$ cat src/design/dio_pkg.sv
package dio_pkg;

   localparam int unsigned CLK_HZ = 10_000_000;
   localparam int unsigned FS_32 = 32_000;
   localparam int unsigned FS_44 = 44_100;
   localparam int unsigned FS_48 = 48_000;
   localparam int unsigned FS_88 = 88_200;
   localparam int unsigned FS_96 = 96_000;

   typedef enum logic [2:0] {
      RATE_32 = 3'b000,
      RATE_44 = 3'b001,
      RATE_48 = 3'b010,
      RATE_88 = 3'b011,
      RATE_96 = 3'b100
   } dio_rate_t;

   // Word clock half periods in clock cycles.
   localparam logic [15:0] HALF_32 = 16'(CLK_HZ / (2 * FS_32));
   localparam logic [15:0] HALF_44 = 16'(CLK_HZ / (2 * FS_44));
   localparam logic [15:0] HALF_48 = 16'(CLK_HZ / (2 * FS_48));
   localparam logic [15:0] HALF_88 = 16'(CLK_HZ / (2 * FS_88));
   localparam logic [15:0] HALF_96 = 16'(CLK_HZ / (2 * FS_96));

   // Period limits between neighbouring rates, midway in cycles, with outer limits at half the shortest and twice the longest period.
   localparam logic [15:0] LIM_96_88 = 16'((CLK_HZ / FS_96 + CLK_HZ / FS_88) / 2);
   localparam logic [15:0] LIM_88_48 = 16'((CLK_HZ / FS_88 + CLK_HZ / FS_48) / 2);
   localparam logic [15:0] LIM_48_44 = 16'((CLK_HZ / FS_48 + CLK_HZ / FS_44) / 2);
   localparam logic [15:0] LIM_44_32 = 16'((CLK_HZ / FS_44 + CLK_HZ / FS_32) / 2);
   localparam logic [15:0] LIM_MIN = 16'((CLK_HZ / FS_96) / 2);
   localparam logic [15:0] LIM_MAX = 16'(2 * (CLK_HZ / FS_32));

   localparam int unsigned WC_TIMEOUT_US = 1000;
   localparam int unsigned WC_TIMEOUT_CYC = WC_TIMEOUT_US * (CLK_HZ / 1_000_000);
   localparam int unsigned MIDI_HOLD_MS = 50;
   localparam int unsigned MIDI_HOLD_CYC = MIDI_HOLD_MS * (CLK_HZ / 1000);

   localparam logic [3:0] REG_CTRL = 4'h0;
   localparam logic [3:0] REG_STATUS = 4'h4;
   localparam logic [9:0] CTRL_RST = 10'h004;
   localparam logic [1:0] RESP_OKAY = 2'b00;
   localparam logic [1:0] RESP_SLVERR = 2'b10;

   localparam logic [7:0] CS_BLOCK_LAST = 8'hbf;
   localparam logic [2:0] CS_CON_EMPH_NONE = 3'h0;
   localparam logic [2:0] CS_CON_EMPH_5015 = 3'h1;
   localparam logic [2:0] CS_PRO_EMPH_NONE = 3'h4;
   localparam logic [2:0] CS_PRO_EMPH_5015 = 3'h6;
   localparam logic [3:0] CS_PRO_MODE_2CH = 4'h1;
   localparam logic [2:0] CS_PRO_AUX_AUDIO = 3'h1;
   localparam logic [7:0] CS_CAT_GENERAL = 8'h00;
   localparam logic [3:0] CS_CON_FS_32 = 4'h3;
   localparam logic [3:0] CS_CON_FS_44 = 4'h0;
   localparam logic [3:0] CS_CON_FS_48 = 4'h2;
   localparam logic [3:0] CS_CON_FS_88 = 4'h8;
   localparam logic [3:0] CS_CON_FS_96 = 4'ha;
   localparam logic [1:0] CS_PRO_FS_EXT = 2'h0;
   localparam logic [1:0] CS_PRO_FS_48 = 2'h1;
   localparam logic [1:0] CS_PRO_FS_44 = 2'h2;
   localparam logic [1:0] CS_PRO_FS_32 = 2'h3;
   localparam logic [3:0] CS_PRO_FS4_88 = 4'h9;
   localparam logic [3:0] CS_PRO_FS4_96 = 4'h5;

   typedef struct packed {
      logic wc_single;
      logic emphasis;
      logic professional;
      logic non_audio;
      logic spdif_opt_out;
      logic spdif_opt_in;
      logic [2:0] rate_sel;
      logic ext_ref;
   } dio_ctrl_t;

   typedef struct packed {
      logic double_speed;
      logic midi_act;
      logic fallback;
      logic wc_lock;
      logic [2:0] rate;
   } dio_status_t;

   typedef struct packed {
      logic [23:0] audio;
      logic validity;
      logic user;
      logic cs;
      logic chan_b;
   } dio_sub_t;

   typedef struct packed {
      logic [2:0] idx;
      logic phase;
      logic [23:0] data;
   } dio_slot_t;

endpackage

$ cat src/design/dio_cs_gen.sv
`timescale 1ns/1ps
`default_nettype none
module dio_cs_gen
   import dio_pkg::*;
(
   // Clock and reset
   input wire logic clk,
   input wire logic rst,
   // Settings
   input wire dio_ctrl_t ctrl,
   input wire dio_rate_t rate,
   input wire logic [7:0] frame,
   // Status bit for the frame
   output logic cs_bit_q
);

   logic [39:0] v;
   logic [3:0] con_fs;
   logic [1:0] pro_fs;
   logic [3:0] pro_fs4;

   always_comb begin
      con_fs = CS_CON_FS_48;
      pro_fs = CS_PRO_FS_48;
      pro_fs4 = 4'h0;
      unique case (rate)
         RATE_32: begin
            con_fs = CS_CON_FS_32;
            pro_fs = CS_PRO_FS_32;
         end
         RATE_44: begin
            con_fs = CS_CON_FS_44;
            pro_fs = CS_PRO_FS_44;
         end
         RATE_48: begin
            con_fs = CS_CON_FS_48;
            pro_fs = CS_PRO_FS_48;
         end
         RATE_88: begin
            con_fs = CS_CON_FS_88;
            pro_fs = CS_PRO_FS_EXT;
            pro_fs4 = CS_PRO_FS4_88;
         end
         RATE_96: begin
            con_fs = CS_CON_FS_96;
            pro_fs = CS_PRO_FS_EXT;
            pro_fs4 = CS_PRO_FS4_96;
         end
         default: begin
            con_fs = CS_CON_FS_48;
         end
      endcase
   end

   // The block is built only from local settings, never from received status.
   always_comb begin
      v = '0;
      v[0] = ctrl.professional;
      v[1] = ctrl.non_audio;
      if (ctrl.professional) begin
         v[4:2] = ctrl.emphasis ? CS_PRO_EMPH_5015 : CS_PRO_EMPH_NONE;
         v[7:6] = pro_fs;
         v[11:8] = CS_PRO_MODE_2CH;
         v[18:16] = CS_PRO_AUX_AUDIO;
         v[38:35] = pro_fs4;
      end else begin
         v[2] = 1'b1;
         v[5:3] = ctrl.emphasis ? CS_CON_EMPH_5015 : CS_CON_EMPH_NONE;
         v[15:8] = CS_CAT_GENERAL;
         v[27:24] = con_fs;
      end
   end

   always_ff @(posedge clk) begin
      if (rst) begin
         cs_bit_q <= 1'b0;
      end else begin
         cs_bit_q <= (frame < 8'd40) ? v[frame[5:0]] : 1'b0;
      end
   end

endmodule
`default_nettype wire

$ cat src/design/dio_midi_act.sv
`timescale 1ns/1ps
`default_nettype none
module dio_midi_act
   import dio_pkg::*;
#(
   parameter int unsigned HOLD_CYC = MIDI_HOLD_CYC
) (
   // Clock and reset
   input wire logic clk,
   input wire logic rst,
   // MIDI input pin, idle high
   input wire logic midi_in,
   // Activity indicator
   output logic act_q
);

   logic s1_q;
   logic s2_q;
   logic s3_q;
   logic [19:0] hold_q;

   always_ff @(posedge clk) begin
      if (rst) begin
         s1_q <= 1'b1;
         s2_q <= 1'b1;
         s3_q <= 1'b1;
      end else begin
         s1_q <= midi_in;
         s2_q <= s1_q;
         s3_q <= s2_q;
      end
   end

   // Every start bit retriggers, so short real-time messages light it too.
   always_ff @(posedge clk) begin
      if (rst) begin
         hold_q <= '0;
         act_q <= 1'b0;
      end else if (s3_q && !s2_q) begin
         hold_q <= 20'(HOLD_CYC);
         act_q <= 1'b1;
      end else if (hold_q != '0) begin
         hold_q <= hold_q - 20'd1;
         act_q <= (hold_q != 20'd1);
      end else begin
         act_q <= 1'b0;
      end
   end

endmodule
`default_nettype wire

$ cat src/design/dio_port.sv
`timescale 1ns/1ps
`default_nettype none
module dio_port
   import dio_pkg::*;
#(
   parameter int unsigned WC_TIMEOUT = WC_TIMEOUT_CYC,
   parameter int unsigned MIDI_HOLD = MIDI_HOLD_CYC
) (
   // Clock and reset
   input wire logic clk,
   input wire logic rst,
   // AXI4-Lite register slave
   input wire logic [3:0] s_axi_awaddr,
   input wire logic s_axi_awvalid,
   output logic s_axi_awready,
   input wire logic [31:0] s_axi_wdata,
   input wire logic [3:0] s_axi_wstrb,
   input wire logic s_axi_wvalid,
   output logic s_axi_wready,
   output logic [1:0] s_axi_bresp,
   output logic s_axi_bvalid,
   input wire logic s_axi_bready,
   input wire logic [3:0] s_axi_araddr,
   input wire logic s_axi_arvalid,
   output logic s_axi_arready,
   output logic [31:0] s_axi_rdata,
   output logic [1:0] s_axi_rresp,
   output logic s_axi_rvalid,
   input wire logic s_axi_rready,
   // Optical multichannel receive slots
   input wire logic opt_mc_valid,
   input wire dio_slot_t opt_mc_slot,
   // Receive subframes from optical and coaxial decoders
   input wire logic opt_sub_valid,
   input wire dio_sub_t opt_sub,
   input wire logic coax_sub_valid,
   input wire dio_sub_t coax_sub,
   // Received audio to the host side
   output logic rx_mc_valid,
   output dio_slot_t rx_mc,
   output logic rx_sub_valid,
   output dio_sub_t rx_sub,
   // Transmit audio from the host side
   input wire logic tx_mc_valid,
   input wire dio_slot_t tx_mc,
   input wire logic tx_sub_valid,
   input wire dio_sub_t tx_sub,
   // Transmit to encoders
   output logic opt_mc_out_valid,
   output dio_slot_t opt_mc_out,
   output logic opt_sub_out_valid,
   output dio_sub_t opt_sub_out,
   output logic coax_sub_out_valid,
   output dio_sub_t coax_sub_out,
   output logic tx_block_start,
   // Word clock, MIDI and analog control
   input wire logic wc_in,
   output logic wc_out,
   input wire logic midi_in,
   output logic midi_led,
   output logic deemph_en
);

   dio_ctrl_t ctrl_q;
   dio_rate_t meas_q;
   dio_rate_t rate;
   logic ds;
   logic wc_lock_q;
   logic midi_act;
   logic cs_bit;
   logic [7:0] frame_q;

   // Register slave. Address and data are taken in either order.
   logic aw_got_q;
   logic w_got_q;
   logic [3:0] awaddr_q;
   logic [31:0] wdata_q;
   logic [3:0] wstrb_q;
   dio_status_t status;

   always_ff @(posedge clk) begin
      if (rst) begin
         s_axi_awready <= 1'b0;
         aw_got_q <= 1'b0;
         awaddr_q <= '0;
      end else if (s_axi_awready && s_axi_awvalid) begin
         s_axi_awready <= 1'b0;
         aw_got_q <= 1'b1;
         awaddr_q <= s_axi_awaddr;
      end else if (aw_got_q && w_got_q && !s_axi_bvalid) begin
         aw_got_q <= 1'b0;
      end else if (!aw_got_q && !s_axi_bvalid && !s_axi_awready) begin
         s_axi_awready <= 1'b1;
      end
   end

   always_ff @(posedge clk) begin
      if (rst) begin
         s_axi_wready <= 1'b0;
         w_got_q <= 1'b0;
         wdata_q <= '0;
         wstrb_q <= '0;
      end else if (s_axi_wready && s_axi_wvalid) begin
         s_axi_wready <= 1'b0;
         w_got_q <= 1'b1;
         wdata_q <= s_axi_wdata;
         wstrb_q <= s_axi_wstrb;
      end else if (aw_got_q && w_got_q && !s_axi_bvalid) begin
         w_got_q <= 1'b0;
      end else if (!w_got_q && !s_axi_bvalid && !s_axi_wready) begin
         s_axi_wready <= 1'b1;
      end
   end

   always_ff @(posedge clk) begin
      if (rst) begin
         s_axi_bvalid <= 1'b0;
         s_axi_bresp <= RESP_OKAY;
         ctrl_q <= CTRL_RST;
      end else if (aw_got_q && w_got_q && !s_axi_bvalid) begin
         s_axi_bvalid <= 1'b1;
         s_axi_bresp <= (awaddr_q == REG_CTRL || awaddr_q == REG_STATUS) ? RESP_OKAY : RESP_SLVERR;
         // Settings change at once, also in the middle of playback.
         if (awaddr_q == REG_CTRL) begin
            if (wstrb_q[0]) begin
               ctrl_q[7:0] <= wdata_q[7:0];
            end
            if (wstrb_q[1]) begin
               ctrl_q[9:8] <= wdata_q[9:8];
            end
         end
      end else if (s_axi_bvalid && s_axi_bready) begin
         s_axi_bvalid <= 1'b0;
      end
   end

   always_comb begin
      status = '0;
      status.rate = rate;
      status.wc_lock = wc_lock_q;
      status.fallback = ctrl_q.ext_ref && !wc_lock_q;
      status.midi_act = midi_act;
      status.double_speed = ds;
   end

   always_ff @(posedge clk) begin
      if (rst) begin
         s_axi_arready <= 1'b0;
         s_axi_rvalid <= 1'b0;
         s_axi_rdata <= '0;
         s_axi_rresp <= RESP_OKAY;
      end else if (s_axi_arready && s_axi_arvalid) begin
         s_axi_arready <= 1'b0;
         s_axi_rvalid <= 1'b1;
         s_axi_rresp <= RESP_OKAY;
         s_axi_rdata <= '0;
         if (s_axi_araddr == REG_CTRL) begin
            s_axi_rdata <= {22'h00_0000, ctrl_q};
         end else if (s_axi_araddr == REG_STATUS) begin
            s_axi_rdata <= {25'h000_0000, status};
         end else begin
            s_axi_rresp <= RESP_SLVERR;
         end
      end else if (s_axi_rvalid && s_axi_rready) begin
         s_axi_rvalid <= 1'b0;
      end else if (!s_axi_rvalid && !s_axi_arready) begin
         s_axi_arready <= 1'b1;
      end
   end

   // Word clock input: synchronise, then measure cycles between rising edges.
   logic wc1_q;
   logic wc2_q;
   logic wc3_q;
   logic [15:0] per_q;
   logic wc_rise;

   always_ff @(posedge clk) begin
      if (rst) begin
         wc1_q <= 1'b0;
         wc2_q <= 1'b0;
         wc3_q <= 1'b0;
      end else begin
         wc1_q <= wc_in;
         wc2_q <= wc1_q;
         wc3_q <= wc2_q;
      end
   end

   assign wc_rise = wc2_q && !wc3_q;

   // Either speed class is accepted, the period alone decides the rate.
   always_ff @(posedge clk) begin
      if (rst) begin
         per_q <= '0;
         meas_q <= RATE_48;
         wc_lock_q <= 1'b0;
      end else if (wc_rise) begin
         per_q <= 16'd1;
         if (per_q >= LIM_MIN && per_q < LIM_MAX) begin
            wc_lock_q <= 1'b1;
            if (per_q < LIM_96_88) begin
               meas_q <= RATE_96;
            end else if (per_q < LIM_88_48) begin
               meas_q <= RATE_88;
            end else if (per_q < LIM_48_44) begin
               meas_q <= RATE_48;
            end else if (per_q < LIM_44_32) begin
               meas_q <= RATE_44;
            end else begin
               meas_q <= RATE_32;
            end
         end else begin
            wc_lock_q <= 1'b0;
         end
      end else if (per_q >= 16'(WC_TIMEOUT)) begin
         // Reference lost: stay on the last matching standard rate as master.
         wc_lock_q <= 1'b0;
      end else begin
         per_q <= per_q + 16'd1;
      end
   end

   always_comb begin
      if (ctrl_q.ext_ref) begin
         rate = meas_q;
      end else begin
         unique case (ctrl_q.rate_sel)
            RATE_32: rate = RATE_32;
            RATE_44: rate = RATE_44;
            RATE_88: rate = RATE_88;
            RATE_96: rate = RATE_96;
            default: rate = RATE_48;
         endcase
      end
   end

   assign ds = (rate == RATE_88) || (rate == RATE_96);

   // Word clock output, free running at the current rate, or at half of it at double speed when wc_single is set.
   logic [15:0] half;
   logic [15:0] wc_cnt_q;

   always_comb begin
      unique case (rate)
         RATE_32: half = HALF_32;
         RATE_44: half = HALF_44;
         RATE_88: half = (ctrl_q.wc_single) ? HALF_44 : HALF_88;
         RATE_96: half = (ctrl_q.wc_single) ? HALF_48 : HALF_96;
         default: half = HALF_48;
      endcase
   end

   always_ff @(posedge clk) begin
      if (rst) begin
         wc_cnt_q <= '0;
         wc_out <= 1'b0;
      end else if (wc_cnt_q + 16'd1 >= half) begin
         wc_cnt_q <= '0;
         wc_out <= !wc_out;
      end else begin
         wc_cnt_q <= wc_cnt_q + 16'd1;
      end
   end

   // Receive side.
   always_ff @(posedge clk) begin
      if (rst) begin
         rx_mc_valid <= 1'b0;
         rx_mc <= '0;
      end else begin
         rx_mc_valid <= opt_mc_valid && !ctrl_q.spdif_opt_in;
         rx_mc.data <= opt_mc_slot.data;
         if (ds) begin
            // Slot pairs carry alternate samples of one channel.
            rx_mc.idx <= {1'b0, opt_mc_slot.idx[2:1]};
            rx_mc.phase <= opt_mc_slot.idx[0];
         end else begin
            rx_mc.idx <= opt_mc_slot.idx;
            rx_mc.phase <= 1'b0;
         end
      end
   end

   always_ff @(posedge clk) begin
      if (rst) begin
         rx_sub_valid <= 1'b0;
         rx_sub <= '0;
      end else begin
         rx_sub_valid <= ctrl_q.spdif_opt_in ? opt_sub_valid : coax_sub_valid;
         rx_sub <= ctrl_q.spdif_opt_in ? opt_sub : coax_sub;
         rx_sub.cs <= 1'b0;
      end
   end

   // Transmit side. The frame counter walks the status block.
   always_ff @(posedge clk) begin
      if (rst) begin
         frame_q <= '0;
      end else if (tx_sub_valid && tx_sub.chan_b) begin
         frame_q <= (frame_q == CS_BLOCK_LAST) ? 8'd0 : frame_q + 8'd1;
      end
   end

   dio_cs_gen u_cs (
      .clk(clk),
      .rst(rst),
      .ctrl(ctrl_q),
      .rate(rate),
      .frame(frame_q),
      .cs_bit_q(cs_bit)
   );

   dio_sub_t tx_out;

   always_comb begin
      tx_out = tx_sub;
      tx_out.cs = cs_bit;
   end

   always_ff @(posedge clk) begin
      if (rst) begin
         coax_sub_out_valid <= 1'b0;
         coax_sub_out <= '0;
         opt_sub_out_valid <= 1'b0;
         opt_sub_out <= '0;
         tx_block_start <= 1'b0;
      end else begin
         coax_sub_out_valid <= tx_sub_valid;
         coax_sub_out <= tx_out;
         opt_sub_out_valid <= tx_sub_valid && ctrl_q.spdif_opt_out;
         opt_sub_out <= tx_out;
         tx_block_start <= tx_sub_valid && !tx_sub.chan_b && frame_q == 8'd0;
      end
   end

   // At double speed only channels one to four go out, each over two slots.
   always_ff @(posedge clk) begin
      if (rst) begin
         opt_mc_out_valid <= 1'b0;
         opt_mc_out <= '0;
      end else begin
         opt_mc_out_valid <= tx_mc_valid && !ctrl_q.spdif_opt_out && !(ds && tx_mc.idx[2]);
         opt_mc_out.data <= tx_mc.data;
         opt_mc_out.phase <= 1'b0;
         opt_mc_out.idx <= ds ? {tx_mc.idx[1:0], tx_mc.phase} : tx_mc.idx;
      end
   end

   dio_midi_act #(
      .HOLD_CYC(MIDI_HOLD)
   ) u_midi (
      .clk(clk),
      .rst(rst),
      .midi_in(midi_in),
      .act_q(midi_act)
   );

   always_ff @(posedge clk) begin
      if (rst) begin
         midi_led <= 1'b0;
         deemph_en <= 1'b0;
      end else begin
         midi_led <= midi_act;
         deemph_en <= ctrl_q.emphasis;
      end
   end

endmodule
`default_nettype wire

$ cat config.mk
export PLATFORM = sky130hd
export DESIGN_NAME = dio_port
export DESIGN_NICKNAME = d
export VERILOG_FILES = /design/src/design/dio_pkg.sv /design/src/design/dio_cs_gen.sv /design/src/design/dio_midi_act.sv /design/src/design/dio_port.sv
export SDC_FILE = /design/constraint.sdc
export NUM_CORES = 1
export LEC_CHECK = 0
export ABC_AREA = 1
export BUFFER_PORTS_ARGS = -buffer_cell sky130_fd_sc_hd__buf_2
export CORE_ASPECT_RATIO = 0.6
export CORE_MARGIN = 5
export CORE_UTILIZATION = 35
export DETAILED_ROUTE_END_ITERATION = 12
export PLACE_DENSITY_LB_ADDON = 0.15
export SYNTH_ARGS = -nofsm -noshare
export SYNTH_HDL_FRONTEND = slang
export SYNTH_HIERARCHICAL = 1
export SYNTH_SLANG_ARGS = --single-unit
$ cat constraint.sdc
create_clock -name clk -period 5 [get_ports clk]
set_input_delay 0.5 -clock clk [delete_from_list [all_inputs] [get_ports clk]]
set_output_delay 0.5 -clock clk [all_outputs]
set_load 0.005 [all_outputs]
==> results.md <==
- CP required: between 5000 and 6000 ps
- Final Cell Area: around 0.012 mm²
- Most frequent cells in the layout: buf_2 (332), nor2_1 (261), dfxtp_1 (236), inv_1 (200), nand2_1 (152)
- CP max-delay cell: o31ai_4
- Initial antenna violation count: 1
- Pwr/cell area: between 400 and 500 mW/mm²
- Core box area: approximately 0.028 mm²
- Row cnt: 47
- Share of layout cells above drive strength 1: ~27%
- Final min period: 2690 ps
- CP peak stage delay: 450 ps
- Avg Inst Size Synth: 7.64 µm²
- Critical path arrival: between 3000 and 4000 ps
- Most frequent CP cell: nand2_1
- Dpl hpwl: 21.7 mm
- Syn Inst Count: 1297
- Wire per inst: approximately 14 µm
- Die area: 0.0319 mm²
- Drt pass-1 iters: 5
- # setup viols final: 0
- Grt ovf: 0
- I/O Buffers: approximately 330
- Ports: 388
- Setup TNS: 0 ps
- Vias: around 8700
- Unrepaired setup endpoints after global routing: no
- CP max FO: 11
- Initial Util: 35.7%
- Clk_skew: 13.0 ps
- Clock Latency Late Sink: 510 ps
- Critical path, cell by cell: inv_1 > nand2_1 > o31ai_4 > o21ai_0 > o21ai_0 > nor2_1 > ha_1 > nand2_1 > o21ai_0 > a21oi_1 > nand2_1 > nor2_1 > nand2_4 > nand2_1 > nand2_1 > nor2_1
- Final nets: 1817
- # DRC: 0
- Postcts setup bufs: 0
- Final WL: around 28 mm
- DR iter-0 viols: 520
- Final worst slack: 2310 ps
- Fmax: 372 MHz
- Via count of the first global-routing pass: 7964
- Yosys cell types: 53
- # clock sinks: 236
- Vias/cell: roughly 4.4
- Leak: 6.29 nW
- Final GP Congestion: 0.899
- Final design utilization: roughly 44%
- Register area share after synthesis: 47.7%
- WS Path Type: flop to flop
- Root buf cell: clkbuf_16
- Area of the mapped netlist: 0.00991 mm²
- Hold WC Path Type: primary input to flop
- Count of antenna-violating nets left after detailed routing: 0
- GRT Overall Usage: 16.6%
- Area growth syn-to-layout: 24.6%
- Yosys warns: 6
- Startpoint types: flop
- Max-Cap Viols: 0
- Worst-path clk slew: 60 ps
- CTS Hold Bufs: 0
- CTS Buf Count: 25
- Status: finished, final reports clean
- #FFs+latches synth: 236
- CTS resizes: 0
- Slew Limit Fails: 0
- Critical Path End Type: flop
- Endpoints failing hold: 0
- Largest net degree at the start of global routing: just over 100
- Die height: 140 µm
- First-pass GRT wire length: 43.0 mm
- Worst rel slew slack: 30.7%
- Clock buffer depth: 3
- CTS tree: yes
- Place WS: 2310 ps
- Final Cycle Share: 53.7%
- Max VDD drop: 0.290 mV
- H-tree depth: 1
- Post-DP Area: 0.0116 mm²
- Worst-margin pin slew: about 1000 ps
- Power, Total: 4.94 mW
- Commonest non-fill, non-tap cell in the layout: buf_2
- Die width: 227 µm
## final timing paths
check                 start           to  slack, ps  cells past startpoint
setup / recovery  ctrl_q[2]       wc_out       2310                     16
hold / removal      midi_in  u_midi/s1_q        170                      2
setup reg to reg  ctrl_q[2]       wc_out       2310                     16
hold reg to reg       wc1_q        wc2_q        400                      2
## where the power goes
part	leakage [nW]	switching, mW	internal, mW
logic	3.96	0.635	0.404
clock network	0.381	0.759	0.998
registers	1.95	0.110	2.04
## cell type report
type	count	area, µm²
fillers	2861	15400
flip-flops and latches	236	4720
multi-input cells	799	3940
repair buffers	336	1690
inverters	205	769
clock buffers	31	668
well taps	367	459
clock inverters	11	87.6
diodes	1	2.50
## critical path, delay by kind of cell (launching register included)
family,cells,cell delay (ps)
DFF,1,310
buffers and inverters,1,90
and+or+nand+nor,9,880
adders and majority gates,1,270
AOI/OAI and AO/OA,5,1060
## metal layers
| metal | global-route usage (%) | wire, µm | vias up |
|---|---|---|---|
| li1 | - | - | 4557 |
| met1 | 24.2 | 13500 | 3872 |
| met2 | 24.6 | 12000 | 256 |
| met3 | 4.29 | 2110 | 45 |
| met4 | 3.62 | 544 | 2 |
| met5 | 0 | 7 | - |
## cells by family (layout without fill, tap and decap cells)
kind of cell	count (synthesis)	in the layout	synth area share, %
buffers and inverters	295	583	13.8
adder cells (fa/ha/maj)	16	16	2.02
flip-flops	236	236	47.7
XOR/XNOR	15	15	1.33
AO/OA/AOI/OAI	171	171	9.64
AND/OR/NAND/NOR	563	563	25.5
other	1	35	0.0378
## state kept, by name, summed over array words and instances, names as in the netlist, 8 cells and up
signal	flops
wdata_q	10
per_q	16
opt_mc_out	27
s_axi_rdata	10
frame_q	8
rx_mc	28
ctrl_q	10
rx_sub	27
coax_sub_out	28
u_midi/hold_q	20
wc_cnt_q	16
## synth_stat cells, drive strengths merged
library cell / n / area (µm²)
nor2: 282 / 1170
dfxtp: 236 / 4720
inv: 203 / 762
nand2: 162 / 643
o21ai: 88 / 448
buf: 61 / 475
a21oi: 59 / 303
nand3: 51 / 265
clkbuf: 29 / 119
nor3: 26 / 130
nand4: 19 / 119
ha: 16 / 200
xor2: 12 / 105
or2: 9 / 56.3
nor3b: 8 / 90.1
nand3b: 4 / 42.5
o22ai: 4 / 25.0
o31ai: 4 / 48.8
a31oi: 3 / 18.8
xnor2: 3 / 26.3
a211oi: 2 / 20.0
a22oi: 2 / 15.0
clkinv: 2 / 7.51
o221ai: 2 / 17.5
a21boi: 1 / 7.51
a21o: 1 / 7.51
a31o: 1 / 8.76
a32o: 1 / 10.0
conb: 1 / 3.75
nor2b: 1 / 6.26
nor4: 1 / 6.26
o21a: 1 / 7.51
o32ai: 1 / 8.76
o41ai: 1 / 8.76
## through the flow
step | hold slack, ps | std cells
after floorplan | 388 | 1330
after CTS | 143 | 1985
final | 169 | 1986
after global placement | 393 | 1943
after global routing | 150 | 1985
after detailed placement | 392 | 1943
(Power assumes the default switching activity.)
